### src/include/cap_regs_pkg.sv
// Package: offsets, field layouts and reset values of the split and power capability registers
package cap_regs_pkg;
    localparam logic [7:0] OFS_UP_SPLIT = 8'h88;
    localparam logic [7:0] OFS_DN_SPLIT = 8'h8C;
    localparam logic [7:0] OFS_PM_CAP = 8'h90;
    localparam logic [15:0] SPLIT_CAPACITY = 16'h0010;
    localparam logic [15:0] LIMIT_RESET = 16'h0010;
    localparam logic [15:0] LIMIT_UNLIMITED = 16'hFFFF;
    localparam logic [7:0] PM_CAP_ID = 8'h01;
    localparam logic [7:0] PM_NEXT_LINK = 8'hA8;
    localparam logic [2:0] PM_VERSION = 3'h3;
    localparam logic [0:0] PM_CLOCK_NEEDED = 1'h0;
    localparam logic [0:0] PM_RESERVED = 1'h0;
    localparam logic [0:0] PM_DEV_INIT = 1'h0;
    localparam logic [2:0] PM_AUX_CURRENT = 3'h1;
    localparam logic [0:0] PM_D1_SUPPORT = 1'h0;
    localparam logic [0:0] PM_D2_SUPPORT = 1'h0;
    localparam logic [4:0] PM_EVENT_SUPPORT = 5'h19;
    localparam int LIMIT_LSB = 16;
    localparam int LIMIT_MSB = 31;
    localparam int DELAYED_BIT = 21;
endpackage

### src/verilog/split_txn_and_power_capability_regs.sv
// Split transaction capability/limit registers and power management capability header
//
// How it works
// - Upstream register bits 15:0 read the upstream completion buffer capacity.
// - Downstream register bits 15:0 read the downstream completion buffer capacity.
// - Both capacity fields are constant 0010h: 16 ADQs, 2K bytes.
// - Bits 31:16 of each split register are a writable ADQ commitment limit.
// - A limit of FFFFh forwards every split request regardless of free space.
// - Limits reset to 0010h and accept any written value.
// - Requests exceeding downstream limit are delayed; sticky flag set, cleared by the delayed_clear input.
// - Power capability ID byte reads 01h, read-only.
// - Next capability link reads A8h, read-only.
// - Version field bits 18:16 reads 011.
// - Bit 19 reads 0: no clock needed for power events.
// - Bits 21 and 20 read 0.
// - Auxiliary current field bits 24:22 reads 001 (55 mA).
// - Bits 25 and 26 read 0: D1 and D2 unsupported.
// - Event support field bits 31:27 reads 11001.
`timescale 1ns/1ps
module split_txn_and_power_capability_regs #(
    parameter int LIMIT_W = 16
) (
    input wire logic ref_clk,
    input wire logic rst_n,
    input wire logic cfg_wr,
    input wire logic cfg_rd,
    input wire logic [7:0] cfg_addr,
    input wire logic [3:0] cfg_be,
    input wire logic [31:0] cfg_wdata,
    output logic [31:0] cfg_rdata,
    input wire logic delayed_clear,
    input wire logic dn_req_valid,
    input wire logic [LIMIT_W-1:0] dn_req_size,
    input wire logic [LIMIT_W-1:0] dn_in_use,
    output logic dn_req_forward,
    output logic dn_req_delay,
    input wire logic [LIMIT_W-1:0] up_req_size,
    input wire logic [LIMIT_W-1:0] up_in_use,
    output logic up_req_allow,
    output logic split_delayed,
    output logic [LIMIT_W-1:0] up_limit,
    output logic [LIMIT_W-1:0] dn_limit
);
    // ------------------------------------------------------------
    // Commitment limits
    // ------------------------------------------------------------
    logic [LIMIT_W-1:0] up_limit_r;
    logic [LIMIT_W-1:0] dn_limit_r;
    logic split_delayed_r;
    logic dn_allow;
    logic [31:0] rdata_r;

    // Byte enables 2 and 3 gate each byte of the limit; low half is capacity and never stored
    always_ff @(posedge ref_clk or negedge rst_n) begin
        if (!rst_n) begin
            up_limit_r <= cap_regs_pkg::LIMIT_RESET;
        end else if (cfg_wr && cfg_addr == cap_regs_pkg::OFS_UP_SPLIT) begin
            if (cfg_be[2]) begin
                up_limit_r[7:0] <= cfg_wdata[23:16];
            end
            if (cfg_be[3]) begin
                up_limit_r[15:8] <= cfg_wdata[31:24];
            end
        end
    end

    always_ff @(posedge ref_clk or negedge rst_n) begin
        if (!rst_n) begin
            dn_limit_r <= cap_regs_pkg::LIMIT_RESET;
        end else if (cfg_wr && cfg_addr == cap_regs_pkg::OFS_DN_SPLIT) begin
            if (cfg_be[2]) begin
                dn_limit_r[7:0] <= cfg_wdata[23:16];
            end
            if (cfg_be[3]) begin
                dn_limit_r[15:8] <= cfg_wdata[31:24];
            end
        end
    end

    assign up_limit = up_limit_r;
    assign dn_limit = dn_limit_r;

    // ------------------------------------------------------------
    // Forwarding admission
    // ------------------------------------------------------------
    split_room_check #(.W(LIMIT_W)) dn_check (
        .limit(dn_limit_r),
        .in_use(dn_in_use),
        .req_size(dn_req_size),
        .allow(dn_allow)
    );

    split_room_check #(.W(LIMIT_W)) up_check (
        .limit(up_limit_r),
        .in_use(up_in_use),
        .req_size(up_req_size),
        .allow(up_req_allow)
    );

    assign dn_req_forward = dn_req_valid && dn_allow;
    assign dn_req_delay = dn_req_valid && !dn_allow;

    // Set wins over a same-cycle clear so no delay event is lost
    always_ff @(posedge ref_clk or negedge rst_n) begin
        if (!rst_n) begin
            split_delayed_r <= 1'b0;
        end else if (dn_req_delay) begin
            split_delayed_r <= 1'b1;
        end else if (delayed_clear) begin
            split_delayed_r <= 1'b0;
        end
    end

    assign split_delayed = split_delayed_r;

    // ------------------------------------------------------------
    // Read path
    // ------------------------------------------------------------
    // Read data is registered; unmapped offsets return zero
    always_ff @(posedge ref_clk or negedge rst_n) begin
        if (!rst_n) begin
            rdata_r <= 32'h00000000;
        end else if (cfg_rd) begin
            if (cfg_addr == cap_regs_pkg::OFS_UP_SPLIT) begin
                rdata_r <= {up_limit_r, cap_regs_pkg::SPLIT_CAPACITY};
            end else if (cfg_addr == cap_regs_pkg::OFS_DN_SPLIT) begin
                rdata_r <= {dn_limit_r, cap_regs_pkg::SPLIT_CAPACITY};
            end else if (cfg_addr == cap_regs_pkg::OFS_PM_CAP) begin
                rdata_r <= {cap_regs_pkg::PM_EVENT_SUPPORT,
                            cap_regs_pkg::PM_D2_SUPPORT,
                            cap_regs_pkg::PM_D1_SUPPORT,
                            cap_regs_pkg::PM_AUX_CURRENT,
                            cap_regs_pkg::PM_DEV_INIT,
                            cap_regs_pkg::PM_RESERVED,
                            cap_regs_pkg::PM_CLOCK_NEEDED,
                            cap_regs_pkg::PM_VERSION,
                            cap_regs_pkg::PM_NEXT_LINK,
                            cap_regs_pkg::PM_CAP_ID};
            end else begin
                rdata_r <= 32'h00000000;
            end
        end
    end

    assign cfg_rdata = rdata_r;
endmodule

### src/verilog/split_room_check.sv
// Split request admission check against a commitment limit
`timescale 1ns/1ps
module split_room_check #(
    parameter int W = 16
) (
    input wire logic [W-1:0] limit,
    input wire logic [W-1:0] in_use,
    input wire logic [W-1:0] req_size,
    output logic allow
);
    logic [W:0] total;
    always_comb begin
        total = {1'b0, in_use} + {1'b0, req_size};
        // All-ones limit forwards everything regardless of space
        if (limit == {W{1'b1}}) begin
            allow = 1'b1;
        end else begin
            allow = (total <= {1'b0, limit});
        end
    end
endmodule

### config.mk
export PLATFORM = sky130hd
export DESIGN_NAME = split_txn_and_power_capability_regs
export DESIGN_NICKNAME = d
export VERILOG_FILES = /design/src/include/cap_regs_pkg.sv /design/src/verilog/split_txn_and_power_capability_regs.sv /design/src/verilog/split_room_check.sv
export SDC_FILE = /design/constraint.sdc
export NUM_CORES = 1
export LEC_CHECK = 0
export BUFFER_PORTS_ARGS = -buffer_cell sky130_fd_sc_hd__buf_2
export CAP_MARGIN = 25
export CORE_AREA = 2 2 131 133
export CTS_CLUSTER_DIAMETER = 60
export DETAILED_ROUTE_END_ITERATION = 7
export DIE_AREA = 0 0 133 135
export GPL_TIMING_DRIVEN = 0
export PLACE_DENSITY_LB_ADDON = 0.12
export SETUP_SLACK_MARGIN = 0.2
export SLEW_MARGIN = 5
export SYNTH_ARGS = -nofsm -noshare
export SYNTH_HDL_FRONTEND = slang
export SYNTH_SLANG_ARGS = --single-unit
### constraint.sdc
create_clock -name ref_clk -period 5.35 [get_ports ref_clk]
set_input_delay 1.07 -clock ref_clk [delete_from_list [all_inputs] [get_ports ref_clk]]
set_output_delay 1.07 -clock ref_clk [all_outputs]
set_load 0.03 [all_outputs]
==> results.yml <==
drt:
  drcViolationCount: 0
  post_drt_wl_per_cell_um: 15.96
  vias_per_cell: 5.015
  wl_um: 15160
  ant_nets: 0
  vias: 4764
  first_pass_iters: 7
  drtIter0Drc: 228
grt:
  grt_pass1_wl_um: 23540
  globalRouteOverflowTotal: 0
  grt_max_degree: 27
  antenna_found_initial: 3
  grt_pass1_vias: 4680
  grt_use_total: 0.1635
clocking:
  numCtsBuffers: 5
  clock_path_buffers: 2
  cts_tree: "built"
  insertion_delay_ns: 0.29
  h-tree-depth: 2
  path_clk_slew_ns: 0.07
  cts_sinks: 51
  root_buffer: "clkbuf_16"
floorplanning:
  die_w_um: 133
  die_h_um: 135
  num_rows: 47
  coreArea_sq_mm: 0.01641
  io_pins: 182
  dieArea_sq_mm: 0.01796
  start_util: 0.2996
cells_and_area:
  final_cell_area_sq_mm: 0.006591
  drive_gt1_frac: 0.3772
  nNetsFinal: 908
  nFillCells: 1701
  mostFrequentLayoutCells: "buf_2, inv_1, ha_1, dfrtp_1, a21oi_1"
  fin_util: 0.4017
  layout_commonest_cell: "buf_2"
  synthToLayoutAreaGrowth_pct: 34.11
power_and_ir_drop:
  comb_power_share: 0.435
  p_switching_uw: 469.7
  ir_drop_uv: 132.7
  power_density_mw_per_mm2: 200.5
  power.internal_uw: 851.5
  total_power_mw: 1.321
  p_leak_nw: 3.092
  switching_share: 0.3555
  clkPwrFrac: 0.256
  seqPwrFrac: 0.309
critical_path:
  critPathCaptureType: "primary output"
  cp-start-kind: "input pin"
  worstSetupPathType: "in2out"
  worstPathArrival_ns: 4.28
  required_ns: 4.28
  r2r_slack_ns: 3.26
  critPathMaxFanout: 3
yosys:
  synth_cells: 552
  syn_area_sq_mm: 0.004915
  synth_edf_count: 0
  avgSynthCellArea_sq_um: 8.903
  ys_async_sr_fraction: 1.000
  synth_ff_type: "dfrtp_1"
  synth-seq-cells: 51
  ys_seq_area_frac: 0.2602
  yosys_warnings: 0
  synth.distinct_cells: 68
timing:
  fmax_mhz: 187.0
  finalSetupViolCount: 0
  fin_crit_sh: 0.9996
  fin_crit_ns: 5.348
  finalClockSkew_ns: 0.005133
  drv_slew: 0
  tightest_slew_ns: 0.6350
  finalHoldViolCount: 0
  slew-limit-headroom: 0.5728
  rsz0062_at_grt: "true"
hold_path:
  hold_path.class: "reg2reg"
place:
  io_buffers: 151
  dpl_cell_area_sq_mm: 0.006013
  hpwl_um: 12370
  routabilityCongestion: 0.8568
run:
  cap_violations: 0
outcome:
  status: "finished, final reports clean"
==> worst paths after layout <==
kind / endpoint / cells after the start / startpoint
max: up_req_allow / 15 / up_in_use[0]
min: cfg_rdata[31] / 2 / cfg_rdata[31]
max reg2reg: split_delayed / 7 / dn_limit[4]
min reg2reg: cfg_rdata[31] / 2 / cfg_rdata[31]
max in group asynchronous: up_limit[4] / 2 / rst_n
min in group asynchronous: cfg_rdata[15] / 1 / rst_n
==> final cells by class <==
class	instances	area, sq um	area share
Multi-Input combinational cell	420	3611	0.5478
Sequential cell	51	1279	0.1940
Timing Repair Buffer	159	858.3	0.1302
Tap cell	220	275.3	0.04176
Inverter	65	244.0	0.03702
Buffer	26	165.2	0.02506
Clock buffer	8	156.4	0.02373
Antenna cell	1	2.502	0.0003797
==> cell usage after synthesis, types with 5 or more instances <==
cell / instances / share of area
a211o_1: 6 / 0.011
nand3_1: 14 / 0.014
inv_1: 65 / 0.050
o21a_1: 9 / 0.014
nand2_1: 22 / 0.017
a21oi_1: 38 / 0.039
dfrtp_1: 49 / 0.25
clkbuf_1: 11 / 0.0084
o22ai_1: 17 / 0.022
a21o_1: 7 / 0.011
mux2_2: 32 / 0.073
xnor2_1: 15 / 0.027
a211oi_1: 5 / 0.0076
o21ai_0: 24 / 0.024
mux2i_1: 11 / 0.022
or3_1: 5 / 0.0064
nand4_1: 19 / 0.024
nor2b_1: 6 / 0.0076
xor2_1: 6 / 0.011
nor2_1: 17 / 0.013
buf_4: 14 / 0.021
nor3_1: 12 / 0.012
ha_1: 64 / 0.16
==> routing by layer <==
| metal | vias up | wire length, um | track usage |
|---|---|---|---|
| li1 | 2371 | - | - |
| met1 | 2220 | 7113 | 0.2232 |
| met2 | 148 | 6932 | 0.2671 |
| met3 | 21 | 933 | 0.04279 |
| met4 | 4 | 151 | 0.02210 |
| met5 | - | 27 | 0 |
==> kinds of logic (layout without fill, tap and decap cells) <==
kind of cell / Yosys count / count (layout) / synth area share
compound gates: 147 / 147 / 0.2032
simple gates: 132 / 132 / 0.1512
buf+inv: 91 / 258 / 0.08045
fa+ha+maj: 66 / 66 / 0.1711
flops: 51 / 51 / 0.2602
mux: 43 / 43 / 0.09572
xor+xnor: 21 / 21 / 0.03742
other cells: 1 / 12 / 0.0007630
==> per-stage QoR <==
step                       TNS, ns  setup slack [ns]  hold WS [ns]  cells
after floorplan                  0           0.09000        0.6540    562
after global placement     -0.7225           -0.3611        0.5096    933
after detailed placement   -0.8608           -0.4931        0.5175    934
after CTS                 -0.04085          -0.04085        0.5278    945
after global routing       -0.1735           -0.1735        0.5528    949
final                            0          0.002380        0.5242    950
==> power by group through the flow <==
stage / Clock, mW / Combinational, mW / Sequential, mW
final: 0.338 / 0.575 / 0.408
after global routing: 0.362 / 0.643 / 0.409
after CTS: 0.344 / 0.531 / 0.408
after detailed placement: 0 / 0.500 / 0.416
after global placement: 0 / 0.487 / 0.416
after floorplan: 0 / 0.343 / 0.426
==> flip-flops by register name, indices dropped and copies added (netlist names) <==
register,count
up_limit,16
cfg_rdata,18
split_delayed,1
dn_limit,16
==> what timing repair did <==
item / CTS / global route
hold buffers: 0 / 0
pin swaps: 17 / 28
gates resized for setup: 37 / 45
setup buffers: 3 / 4
endpoints found under the setup margin: 3 / 3
==> critical path, cell delays in order <==
cell and delay [ns]:
buf_6 0.10, ha_4 0.15, fa_2 0.39, a211oi_4 0.28, o21ai_4 0.10, a2111oi_4 0.39
or3_1 0.19, o311ai_2 0.11, ha_1 0.34, nand3_1 0.07, or2_4 0.28, a211o_1 0.26
a311oi_2 0.29, a211oi_2 0.08, buf_4 0.18
No activity file was read; power rests on OpenSTA's default activity.
